`src/oovfc_pkg.sv`:
```
// shared constants, field layout and carrier types of the output
// overvoltage fault control block.
// assumes a pmbus protocol engine that decodes commands on mclk_i.
//
// Overview of operation
// - eleven-bit threshold code, relative to commanded output
// - code bands select 12, 16, 20, 50 percent
// - tracking comparison only after soft-start completes
// - unused threshold and action bits read zero
// - action covers relative and fixed threshold faults
// - fault sets three status flags, raises alert
// - act bit low keeps converting through faults
// - act bit high disables output, then latches off or retries
// - uncleared ignored fault acted on when enabled
// - retry 000b latches off until enable toggle
// - retry 111b restarts after 52ms, unlimited
// - retry field accepts only 000b or 111b
// - only bit five stored, replicated on restore
// - delay field read-only mirror of retry field
// - delay 000b never schedules a restart
// - delay 111b waits 52ms, then normal startup
// - invalid data sets status and alerts host
package oovfc_pkg;
	// widths
	localparam int unsigned DATA_W = 16;
	localparam int unsigned THR_W = 11;
	localparam int unsigned VOLT_W = 16;
	localparam int unsigned PCT_W = 8;
	localparam int unsigned PROD_W = 24;
	// command codes
	localparam logic [7:0] CMD_THRESHOLD = 8'h40;
	localparam logic [7:0] CMD_ACTION = 8'h41;
	// action register layout
	localparam int unsigned ACT_BIT = 7;
	localparam int unsigned RETRY_MSB = 5;
	localparam int unsigned RETRY_LSB = 3;
	localparam int unsigned DELAY_MSB = 2;
	localparam logic [2:0] RETRY_LATCH = 3'h0;
	localparam logic [2:0] RETRY_AUTO = 3'h7;
	// reset values until the non-volatile image is restored
	localparam logic [THR_W-1:0] THR_RESET_CODE = 11'h248;
	localparam logic ACT_RESET = 1'b1;
	localparam logic RETRY_RESET = 1'b0;
	// threshold code band edges and percentages
	localparam logic [THR_W-1:0] BAND_16 = 11'h248;
	localparam logic [THR_W-1:0] BAND_20 = 11'h25C;
	localparam logic [THR_W-1:0] BAND_50 = 11'h29A;
	localparam logic [PCT_W-1:0] PCT_12 = 8'h0C;
	localparam logic [PCT_W-1:0] PCT_16 = 8'h10;
	localparam logic [PCT_W-1:0] PCT_20 = 8'h14;
	localparam logic [PCT_W-1:0] PCT_50 = 8'h32;
	localparam logic [PCT_W-1:0] PCT_FULL = 8'h64;
	// retry delay: figure in microseconds, clock in MHz
	localparam int unsigned RETRY_DELAY_US = 52000;
	localparam int unsigned CLK_MHZ = 25;
	localparam int unsigned RETRY_DELAY_CYCLES = RETRY_DELAY_US * CLK_MHZ;

	// command from the protocol engine
	typedef struct packed {
		logic valid;
		logic write;
		logic [7:0] code;
		logic [DATA_W-1:0] data;
	} oovfc_req_t;

	// read answer, one cycle after the request
	typedef struct packed {
		logic valid;
		logic hit;
		logic [DATA_W-1:0] data;
	} oovfc_rsp_t;

	// non-volatile image: only one retry bit is kept
	typedef struct packed {
		logic [THR_W-1:0] threshold;
		logic act;
		logic retry;
	} oovfc_nvm_t;

	// status flags towards the status registers
	typedef struct packed {
		logic byte_overvoltage;
		logic word_vout_summary;
		logic vout_overvoltage;
		logic cml_invalid_data;
	} oovfc_status_t;
endpackage : oovfc_pkg

```
`src/oovfc_core.sv`:
```
// output overvoltage fault control: threshold and action registers,
// fault flags, alert pin and the shutdown, latch and retry sequence.
// assumes a pmbus engine on mclk_i delivering decoded commands and
// clear_faults pulses; voltages come from an adc on the same clock.
`timescale 1ns/1ps
module oovfc_core import oovfc_pkg::*; #(
	parameter int unsigned RETRY_CYCLES = RETRY_DELAY_CYCLES,
	parameter logic [THR_W-1:0] THR_RESET = THR_RESET_CODE
) (
	// clock, reset, clock enable
	input wire logic mclk_i,
	input wire logic rst_n_i,
	input wire logic ce_i,
	// command port from the protocol engine
	input wire oovfc_req_t req_i,
	output oovfc_rsp_t rsp_o,
	input wire logic clear_faults_i,
	// non-volatile image
	input wire logic nvm_restore_i,
	input wire oovfc_nvm_t nvm_image_i,
	output oovfc_nvm_t nvm_image_o,
	// voltages and sequencing
	input wire logic [VOLT_W-1:0] vout_target_i,
	input wire logic [VOLT_W-1:0] vout_sense_i,
	input wire logic soft_start_done_i,
	input wire logic fixed_overvoltage_select_i,
	// pins
	input wire logic fixed_trip_pin_i,
	input wire logic enable_pin_i,
	// converter control
	output logic conv_enable_o,
	output logic restart_o,
	// status and alert
	output oovfc_status_t status_o,
	output logic smbalert_o,
	output logic smbalert_oe_n_o
);
	localparam int unsigned CNT_W = $clog2(RETRY_CYCLES + 1);
	localparam logic [CNT_W-1:0] CNT_LAST = CNT_W'(RETRY_CYCLES - 1);

	typedef enum logic [1:0] {
		ST_RUN,
		ST_LATCH,
		ST_WAIT
	} oovfc_state_t;

	// register fields
	logic [THR_W-1:0] threshold;
	logic act_on_overvoltage_n_ignore;
	logic overvoltage_retry_select;
	// fault state
	logic ov_flag;
	logic invalid_flag;
	logic act_pending;
	logic next_ov_flag;
	logic next_invalid_flag;
	logic next_act_pending;
	oovfc_state_t state;
	oovfc_state_t next_state;
	logic [CNT_W-1:0] cnt;
	logic [CNT_W-1:0] next_cnt;
	logic next_restart;
	logic next_conv_enable;
	logic alert_oe_n;
	oovfc_rsp_t rsp;
	// synchronised pins
	logic fixed_trip_sync;
	logic enable_sync;
	logic rel_trip;

	// pins pass two flip-flops before use
	oovfc_sync #(
		.WIDTH(2)
	) u_sync (
		.mclk_i(mclk_i),
		.rst_n_i(rst_n_i),
		.ce_i(ce_i),
		.async_i({fixed_trip_pin_i, enable_pin_i}),
		.sync_o({fixed_trip_sync, enable_sync})
	);

	// relative comparator on the commanded target
	oovfc_trip u_trip (
		.mclk_i(mclk_i),
		.rst_n_i(rst_n_i),
		.ce_i(ce_i),
		.code_i(threshold),
		.vout_target_i(vout_target_i),
		.vout_sense_i(vout_sense_i),
		.trip_o(rel_trip)
	);

	// command decode
	wire is_write = req_i.valid && req_i.write;
	wire is_read = req_i.valid && !req_i.write;
	wire hit_thr = req_i.code == CMD_THRESHOLD;
	wire hit_act = req_i.code == CMD_ACTION;
	wire wr_thr = is_write && hit_thr;
	wire wr_act = is_write && hit_act;
	wire [2:0] wr_retry = req_i.data[RETRY_MSB:RETRY_LSB];
	// only uniform retry codes are legal
	wire retry_ok = (wr_retry == RETRY_LATCH) || (wr_retry == RETRY_AUTO);
	wire wr_act_ok = wr_act && retry_ok;
	wire wr_act_bad = wr_act && !retry_ok;

	// read words: reserved bits zero, delay mirrors retry
	wire [2:0] retry_field = {3{overvoltage_retry_select}};
	wire [7:0] act_byte = {act_on_overvoltage_n_ignore, 1'b0,
		retry_field, retry_field};
	wire [DATA_W-1:0] thr_word = {{(DATA_W-THR_W){1'b0}}, threshold};
	wire [DATA_W-1:0] act_word = {{(DATA_W-8){1'b0}}, act_byte};
	wire [DATA_W-1:0] rd_word = hit_thr ? thr_word :
		(hit_act ? act_word : {DATA_W{1'b0}});

	// fault sources: tracking gated by soft-start
	wire track_en = soft_start_done_i;
	wire ov_event = (track_en && rel_trip)
		|| (fixed_overvoltage_select_i && fixed_trip_sync);
	// an earlier pending fault is acted on once enabled
	wire take_action = (state == ST_RUN) && act_on_overvoltage_n_ignore
		&& act_pending;

	// register file; restore wins over a write in the same cycle
	always_ff @(posedge mclk_i or negedge rst_n_i) begin
		if (!rst_n_i) begin
			threshold <= THR_RESET;
			act_on_overvoltage_n_ignore <= ACT_RESET;
			overvoltage_retry_select <= RETRY_RESET;
		end else if (ce_i) begin
			if (nvm_restore_i) begin
				threshold <= nvm_image_i.threshold;
				act_on_overvoltage_n_ignore <= nvm_image_i.act;
				overvoltage_retry_select <= nvm_image_i.retry;
			end else begin
				if (wr_thr) begin
					threshold <= req_i.data[THR_W-1:0];
				end
				if (wr_act_ok) begin
					act_on_overvoltage_n_ignore <= req_i.data[ACT_BIT];
					overvoltage_retry_select <= req_i.data[RETRY_MSB];
				end
			end
		end
	end

	// read answer registered, one cycle after the request
	always_ff @(posedge mclk_i or negedge rst_n_i) begin
		if (!rst_n_i) begin
			rsp <= '0;
		end else if (ce_i) begin
			rsp.valid <= is_read;
			rsp.hit <= is_read && (hit_thr || hit_act);
			rsp.data <= is_read ? rd_word : {DATA_W{1'b0}};
		end
	end

	// sticky flags: a set in the clear cycle wins
	assign next_ov_flag = ov_event || (ov_flag && !clear_faults_i);
	assign next_invalid_flag = wr_act_bad
		|| (invalid_flag && !clear_faults_i);
	// pending survives ignore mode until acted on or cleared
	// only faults seen while running are noted, so a fault that ends
	// during the retry wait does not re-arm another shutdown
	assign next_act_pending = (ov_event && (state == ST_RUN) && !take_action)
		|| (act_pending && !clear_faults_i && !take_action);

	// sequence: ignore keeps running, else latch or timed retry
	always_comb begin
		next_state = state;
		next_cnt = cnt;
		next_restart = 1'b0;
		case (state)
			ST_RUN: begin
				// act bit low never leaves this state
				next_cnt = '0;
				if (take_action) begin
					next_state = overvoltage_retry_select ? ST_WAIT
						: ST_LATCH;
				end
			end
			ST_LATCH: begin
				// no restart scheduled; enable low releases
				if (!enable_sync) begin
					next_state = ST_RUN;
				end
			end
			ST_WAIT: begin
				// fixed delay, then normal startup, no limit
				if (cnt == CNT_LAST) begin
					next_state = ST_RUN;
					next_restart = 1'b1;
					next_cnt = '0;
				end else begin
					next_cnt = cnt + CNT_W'(1);
				end
			end
			default: begin
				next_state = ST_RUN;
				next_cnt = '0;
			end
		endcase
	end

	// output follows the state the sequencer is entering
	assign next_conv_enable = (next_state == ST_RUN) && enable_sync;

	// state, counter, flags and registered outputs
	always_ff @(posedge mclk_i or negedge rst_n_i) begin
		if (!rst_n_i) begin
			state <= ST_RUN;
			cnt <= '0;
			ov_flag <= 1'b0;
			invalid_flag <= 1'b0;
			act_pending <= 1'b0;
			restart_o <= 1'b0;
			conv_enable_o <= 1'b0;
			alert_oe_n <= 1'b1;
		end else if (ce_i) begin
			state <= next_state;
			cnt <= next_cnt;
			ov_flag <= next_ov_flag;
			invalid_flag <= next_invalid_flag;
			act_pending <= next_act_pending;
			restart_o <= next_restart;
			conv_enable_o <= next_conv_enable;
			// open drain: oe low pulls the line
			alert_oe_n <= !(next_ov_flag || next_invalid_flag);
		end
	end

	// status flags and alert pin; all three report one fault
	assign status_o.byte_overvoltage = ov_flag;
	assign status_o.word_vout_summary = ov_flag;
	assign status_o.vout_overvoltage = ov_flag;
	assign status_o.cml_invalid_data = invalid_flag;
	assign smbalert_o = 1'b0;
	assign smbalert_oe_n_o = alert_oe_n;
	assign rsp_o = rsp;
	// image for storage keeps one retry bit only
	assign nvm_image_o = '{threshold: threshold,
		act: act_on_overvoltage_n_ignore,
		retry: overvoltage_retry_select};
endmodule : oovfc_core

```
`src/oovfc_sync.sv`:
```
// two flip-flop synchroniser for asynchronous pins.
// assumes levels only; pulses shorter than one clock may be lost.
`timescale 1ns/1ps
module oovfc_sync #(
	parameter int unsigned WIDTH = 1
) (
	// clock and reset
	input wire logic mclk_i,
	input wire logic rst_n_i,
	input wire logic ce_i,
	// pins in, synchronised levels out
	input wire logic [WIDTH-1:0] async_i,
	output logic [WIDTH-1:0] sync_o
);
	genvar g;
	// first stage feeds only the second stage
	generate
		for (g = 0; g < WIDTH; g++) begin : g_bit
			logic stage1;
			logic stage2;
			always_ff @(posedge mclk_i or negedge rst_n_i) begin
				if (!rst_n_i) begin
					stage1 <= 1'b0;
					stage2 <= 1'b0;
				end else if (ce_i) begin
					stage1 <= async_i[g];
					stage2 <= stage1;
				end
			end
			assign sync_o[g] = stage2;
		end
	endgenerate
endmodule : oovfc_sync

```
`src/oovfc_trip.sv`:
```
// relative trip comparator: target scaled by the band percentage.
// assumes target and sensed voltages share one scale and one clock.
`timescale 1ns/1ps
module oovfc_trip import oovfc_pkg::*; (
	// clock and reset
	input wire logic mclk_i,
	input wire logic rst_n_i,
	input wire logic ce_i,
	// threshold code and voltages
	input wire logic [THR_W-1:0] code_i,
	input wire logic [VOLT_W-1:0] vout_target_i,
	input wire logic [VOLT_W-1:0] vout_sense_i,
	// registered comparison
	output logic trip_o
);
	logic [PCT_W-1:0] pct_sel;
	logic [PROD_W-1:0] sense_scaled;
	logic [PROD_W-1:0] limit_scaled;

	// band select from the code
	assign pct_sel = (code_i < BAND_16) ? PCT_12 :
		(code_i < BAND_20) ? PCT_16 :
		(code_i < BAND_50) ? PCT_20 : PCT_50;
	// cross-multiplied so no divider is needed
	assign sense_scaled = PROD_W'(vout_sense_i) * PROD_W'(PCT_FULL);
	assign limit_scaled = PROD_W'(vout_target_i)
		* PROD_W'(PCT_FULL + pct_sel);

	// compared every enabled cycle
	always_ff @(posedge mclk_i or negedge rst_n_i) begin
		if (!rst_n_i) begin
			trip_o <= 1'b0;
		end else if (ce_i) begin
			trip_o <= sense_scaled > limit_scaled;
		end
	end
endmodule : oovfc_trip

```
`config.mk`:
```
export PLATFORM = sky130hd
export DESIGN_NAME = oovfc_core
export DESIGN_NICKNAME = d
export VERILOG_FILES = /design/src/oovfc_pkg.sv /design/src/oovfc_core.sv /design/src/oovfc_sync.sv /design/src/oovfc_trip.sv
export SDC_FILE = /design/constraint.sdc
export NUM_CORES = 1
export LEC_CHECK = 0
export ABC_AREA = 0
export BUFFER_PORTS_ARGS = -buffer_cell sky130_fd_sc_hd__buf_2
export CAP_MARGIN = 0
export CORE_ASPECT_RATIO = 0.75
export CORE_MARGIN = 5
export CORE_UTILIZATION = 40
export CTS_BUF_LIST = sky130_fd_sc_hd__clkbuf_4 sky130_fd_sc_hd__clkbuf_8
export DETAILED_ROUTE_END_ITERATION = 10
export SETUP_SLACK_MARGIN = 0.02
export SYNTH_ARGS = -nofsm -noshare
export SYNTH_HDL_FRONTEND = slang
export SYNTH_SLANG_ARGS = --single-unit
```
`constraint.sdc`:
```
create_clock -name mclk_i -period 8 [get_ports mclk_i]
set_input_delay 1.2 -clock mclk_i [delete_from_list [all_inputs] [get_ports mclk_i]]
set_output_delay 1.2 -clock mclk_i [all_outputs]
set_load 0.02 [all_outputs]
```
======== Word level (Yosys, flattened, before mapping) ========
Index checks and enable logic that the tools add are counted.
Widths: inputs -> output; s select.
storage, ports and cells
  bits in registers ....................... 65
  word-level logic and storage cells ...... 93
operators by class
  multiplexer cells ....................... 21
  equal/unequal tests ..................... 6
  reduce and logical (&&, ||, !) cells .... 38
  $add $sub $neg .......................... 2
  multipliers ............................. 2
  $lt $le $gt $ge ......................... 4
  bitwise gates (word level) .............. 1
operator list
  operator               number
  $mux 11                4
  $pmux 21 s2            1
  $lt 11x10->1 const B   3
  $gt 23x24->1           1
  $mul 16x24->24         1
  $mux 8                 3
  $add 21x1->21 const B  1
  $eq 21x21->1 const B   1
  $mul 16x5->21 const B  1
  $mux 21                1
  $logic_and 1x1->1      18
  $eq 8x7->1 const B     2
  $add 7x8->9 const A    1
  $mux 2                 4
  $logic_or 1x1->1       7
  $mux 1                 6
  $mux 6                 1
  $pmux 2 s3             1
  $reduce_and 2->1       3
  $logic_not 1->1        5
  $logic_not 2->1        2
  $reduce_bool 2->1      2
  $eq 3x3->1 const B     1
  $logic_not 3->1        1
  3 further kinds        3

======== Longest topological paths before layout ========
  depth in word-level cells ............... 7
  gate-level depth with buffers ........... 32
  mapped depth without buffers ............ 31

======== By module ========
Synthesis repeated with hierarchy kept, for this count alone.
unflattened totals
  cells, all modules ...................... 1031
  area, all modules ....................... 8904.8 sq um
by module, submodules not included
  module      cells each  area each (sq um)  instances
  oovfc_trip  700         5820.6             1
  oovfc_core  321         2924.1             1
  oovfc_sync  10          160.2              1

======== Worst setup path after synthesis ========
OpenSTA, ideal clock, no wires.
  path kind ............................... reg2reg
  start ................................... register threshold[6]
  end ..................................... register u_trip.trip_o
  slack ................................... 1.328 ns
  period minus slack after synthesis ...... 6.672 ns
  library setup time ...................... 0.140 ns
  arrival time ............................ 6.531 ns
  cell stages (with the launch flop) ...... 28
  cell sequence ........................... dfstp_2 -> nand2_1 -> or4_1 -> o22ai_2 -> clkbuf_1 -> nand2_1 -> fa_1 -> inv_1 -> fa_1 -> fa_1 -> inv_1 -> fa_1 -> inv_1 -> ha_1 -> nand3_1 -> or4b_1 -> o211ai_2 -> a2bb2oi_2 -> a21o_1 -> a21oi_1 -> xor2_1 -> ha_1 -> nand2_1 -> nor2_1 -> a211oi_1 -> o21ai_0 -> a2111oi_0 -> o32ai_1
between the ends
  cells in the longest elaborated chain, start to end .. 7
  elaborated cells between the ends (all ways) .. 9
ends and longest elaborated chain
  what                    line               RTL
  from (decl)             oovfc_core.sv:48   logic [THR_W-1:0] threshold;
  from (signal assigned)  oovfc_core.sv:131  threshold <= nvm_image_i.threshold;
  from (signal assigned)  oovfc_core.sv:136  threshold <= req_i.data[THR_W-1:0];
  $lt 11x10->1            oovfc_trip.sv:23   (code_i < BAND_50) ? PCT_20 : PCT_50;
  $mux 6                  oovfc_trip.sv:23
  $mux 8                  oovfc_trip.sv:22   (code_i < BAND_20) ? PCT_16 :
  $mux 8 (*)              oovfc_trip.sv:21   assign pct_sel = (code_i < BAND_16) ? PCT_12 :
  $add 7x8->9 (*)         oovfc_trip.sv:27   * PROD_W'(PCT_FULL + pct_sel);
  $mul 16x24->24 (*)      oovfc_trip.sv:27
  $gt 23x24->1 (*)        oovfc_trip.sv:34   trip_o <= sense_scaled > limit_scaled;
  to (signal assigned)    oovfc_trip.sv:34
  to (decl)               oovfc_trip.sv:14   output logic trip_o
Mark *: on every way between the ends. The rest lies on a longest branch, timed or not.
A chain may end at the register's enable or synchronous reset.

======== Worst setup path in the final report ========
  start ................................... register threshold[9]
  end ..................................... register u_trip.trip_o
Same word-level chain as after synthesis.

==> results.yml <==
power_and_ir_drop:
  p_per_area_nw_per_um2: 386
  pwr-share-seq_pct: 9.9
  max-vdd-ir-drop_mv: 0.287
  pwr-share-clk_pct: 7.5
  p_sw_share_pct: 50.8
  p_sw_mw: 1.94
  pwr-share-comb_pct: 82.6
  intPower_mw: 1.88
  power_leakage_nw: 5.31
  power.total_mw: 3.81
die:
  fp-row-count: 47
  ios: 119
  core-area_sq_um: 21900
  die_area_sq_um: 25300
  fp.dieH_um: 139
  initial_core_util_pct: 40.5
  die_w_um: 182
grt:
  grt_overflow: 0
  grt_antenna_before_repair: 0
  grt_pass1_wl_um: 33700
  grt.total_usage_pct: 15.6
  grt_pass1_vias: 7109
  grt_max_degree: 61
synth:
  synth_cell_type_count: 68
  ys_ff_latch: 60
  netlist_instances: 1042
  postSynth.asyncResetShare_pct: 100
  synth_edf_count: 0
  yosysWarningCount: 0
  syn_area_per_cell_sq_um: 8.52
  dominantRegCellSynth: "dfrtp_1"
  ys_seq_area_share_pct: 17.0
  syn_area_sq_um: 8880
worst_setup_path:
  critPathMaxFanout: 16
  reg2reg_from: "threshold[9]$_DFFE_PN1P_"
  ff2ff_path_depth: 26
  cp_top_family: "compound AO/OA/AOI/OAI gates"
  r2r_end: "u_trip.trip_o$_DFFE_PN0P_"
  start_kind: "flop"
  cpMaxStageDelayCell: "dfstp_2"
  worstSetupPathType: "flop to flop"
  cp.buffers_inverters: 2
  crit_required_ns: 8.18
  endpoint_kind: "flop"
  r2r_setup_slack_ns: 0.67
  max_stage_delay_ns: 0.58
  arrival_ns: 7.52
cells_and_area:
  final_common_cell: "inv_1"
  final.fill_count: 2214
  finalNetCount: 1442
  drive_above_1_share_pct: 13.2
  layout_common_cells: "inv_1 (234), ha_1 (139), buf_2 (107), fa_1 (82), nor2_1 (67)"
  multiInputGateArea_sq_um: 6340
  diodes: 0
  syn2layout_area_growth_pct: 11.4
  final_cell_area_sq_um: 9890
  seq_area_sq_um: 1510
timing:
  finalCriticalPeriod_ns: 7.33
  worst_pin_slew_ns: 1.03
  hold_violations: 0
  fin_ws_ns: 0.667
  hold_ws_ns: 0.489
  max_slew_margin_pct: 31.1
  tns_ns: 0
  fmaxAchievable_ghz: 0.136
  slew_violations: 0
  setup_violations: 0
  rsz0062_at_grt: "no"
  period_share_pct: 91.7
  fin_worst_skew_ns: 0.0176
placed_design:
  gp_congestion: 0.802
  placed_cell_area_sq_um: 9680
  io_buffer_count: 107
  dp_slack_ns: 0.711
  hpwl_um: 16300
clock_tree:
  cts_resized: 0
  numCtsBuffers: 9
  post_cts_buffers: 0
  cts_tree: "done"
  clkTransAtPathRegs_ns: 0.08
  clock-root-buffer: "clkbuf_8"
  htree_levels: 3
  insertion_delay_ns: 0.34
  cts_num_sinks: 60
  cts_max_path_buffers: 2
  postCtsHoldBufs: 0
route:
  postRouteAntennaNets: 0
  finalWirelength_um: 19100
  wl_per_cell_um: 13.2
  via_per_inst: 4.92
  dr.pass1.iters: 5
  drtIter0Drc: 257
  drc: 0
  vias: 7089
worst_hold_path:
  min_to: "rsp_o[2]$_DFFE_PN0P_"
  hold_depth: 1
  hold_start: "rsp_o[2]$_DFFE_PN0P_"
  hold_class: "flop to flop"
outcome:
  outcome: "finished, final reports clean"
flow_run:
  cap_viol_max_count: 0
-- cells in the mapped netlist, types with 3 or more instances --
cell,n,area [sq um]
a31oi_1,6,37.5
a21oi_1,44,220
a211oi_1,4,30.0
nor2b_1,6,37.5
inv_1,234,878
nand2_1,65,244
o21ai_1,8,40.0
buf_2,7,35.0
a21o_1,19,143
a22o_1,3,26.3
nand2b_1,7,43.8
nand3_1,24,120
buf_4,12,90.1
dfstp_2,5,131
mux2_2,5,56.3
nor2_1,67,251
o21a_1,5,37.5
nand4_1,10,62.6
o2bb2ai_1,6,52.6
o211a_1,3,30.0
fa_1,82,1640
dfrtp_1,55,1380
o31a_1,3,26.3
and3_1,7,43.8
or3_1,3,18.8
clkbuf_1,9,33.8
xnor2_1,17,149
ha_1,139,1740
and2_1,29,181
xor2_1,14,123
o21bai_1,6,45.0
o31ai_1,5,37.5
nor3_1,13,65.1
nor4_1,5,31.3
mux2i_1,15,150
o21ai_0,60,300
-- per-layer routing --
metal | routed length [um] | vias to the layer above | global-route usage, % | part of all wire (%)
met5 | 0 | - | 0 | 0
met4 | 86 | 0 | 1.97 | 0.45
li1 | - | 3598 | - | -
met3 | 948 | 8 | 2.54 | 5.0
met2 | 8270 | 129 | 24.4 | 43
met1 | 9760 | 3354 | 23.3 | 51
-- through the flow --
stage / std cells / utilization, %
floorplan: 1047 / -
CTS: 1440 / 45.1
global route: 1440 / 45.1
finish: 1440 / 45.1
detailed placement: 1424 / 44.1
global placement: 1424 / 44.1
-- sequential cells by signal (all words and copies together), names as in the netlist, 2 cells and up --
register,count
cnt,21
rsp_o,13
threshold,11
state,2
u_sync.g_bit.stage1,2
u_sync.g_bit.stage2,2
-- worst register-to-register path, stage by stage (launching register included) --
cell and delay [ns]:
dfstp_2 0.58, nand2_1 0.06, or4_1 0.45, or2_1 0.27, a21oi_2 0.58, and2_1 0.23, ha_1 0.25, fa_1 0.51
inv_1 0.05, fa_1 0.46, fa_1 0.54, inv_1 0.04, ha_1 0.34, nor2b_1 0.16, o31a_1 0.29, o31a_1 0.26
o21ai_1 0.16, nand2_1 0.07, a21oi_1 0.17, xor2_1 0.18, ha_1 0.27, a21oi_1 0.17, nor2_1 0.06, a211oi_1 0.20
o21ai_0 0.14, a2111oi_0 0.54, o32ai_1 0.15
-- cell type report --
class | instances | area share, %
Multi-Input combinational cell | 722 | 64.1
Sequential cell | 60 | 15.2
Inverter | 235 | 8.92
Timing Repair Buffer | 113 | 5.87
Tap cell | 294 | 3.72
Clock buffer | 10 | 1.39
Clock inverter | 6 | 0.721
-- power by group through the flow --
stage	sequential, mW	clock (mW)	combinational, mW
after floorplan	0.385	0	2.53
after global placement	0.383	0	3.11
after global routing	0.384	0.306	3.73
after CTS	0.378	0.293	3.19
final	0.377	0.288	3.15
after detailed placement	0.383	0	3.16
-- cell families (layout without fill, tap and decap cells) --
family / Yosys count / in the layout / synth area share, %
buf+inv: 265 / 364 / 11.8
other cells: 1 / 6 / 0.0422
flops: 60 / 60 / 17.0
fa+ha+maj: 221 / 221 / 38.1
simple gates: 251 / 251 / 13.8
xor+xnor: 31 / 31 / 3.06
compound gates: 193 / 193 / 13.9
mux: 20 / 20 / 2.33
-- worst max-delay path by stage --
stage	start	to	slack [ns]	cells after the start
6_report	threshold[9]$_DFFE_PN1P_	u_trip.trip_o$_DFFE_PN0P_	0.67	26
5_1_grt	threshold[9]$_DFFE_PN1P_	u_trip.trip_o$_DFFE_PN0P_	0.21	26
4_1_cts	threshold[9]$_DFFE_PN1P_	u_trip.trip_o$_DFFE_PN0P_	0.67	26
3_5_place_dp	threshold[9]$_DFFE_PN1P_	u_trip.trip_o$_DFFE_PN0P_	0.71	26
3_3_place_gp	threshold[6]$_DFFE_PN1P_	u_trip.trip_o$_DFFE_PN0P_	0.83	26
2_1_floorplan	threshold[6]$_DFFE_PN1P_	u_trip.trip_o$_DFFE_PN0P_	1.33	27
Note: power is estimated with default switching activity, not from simulation.
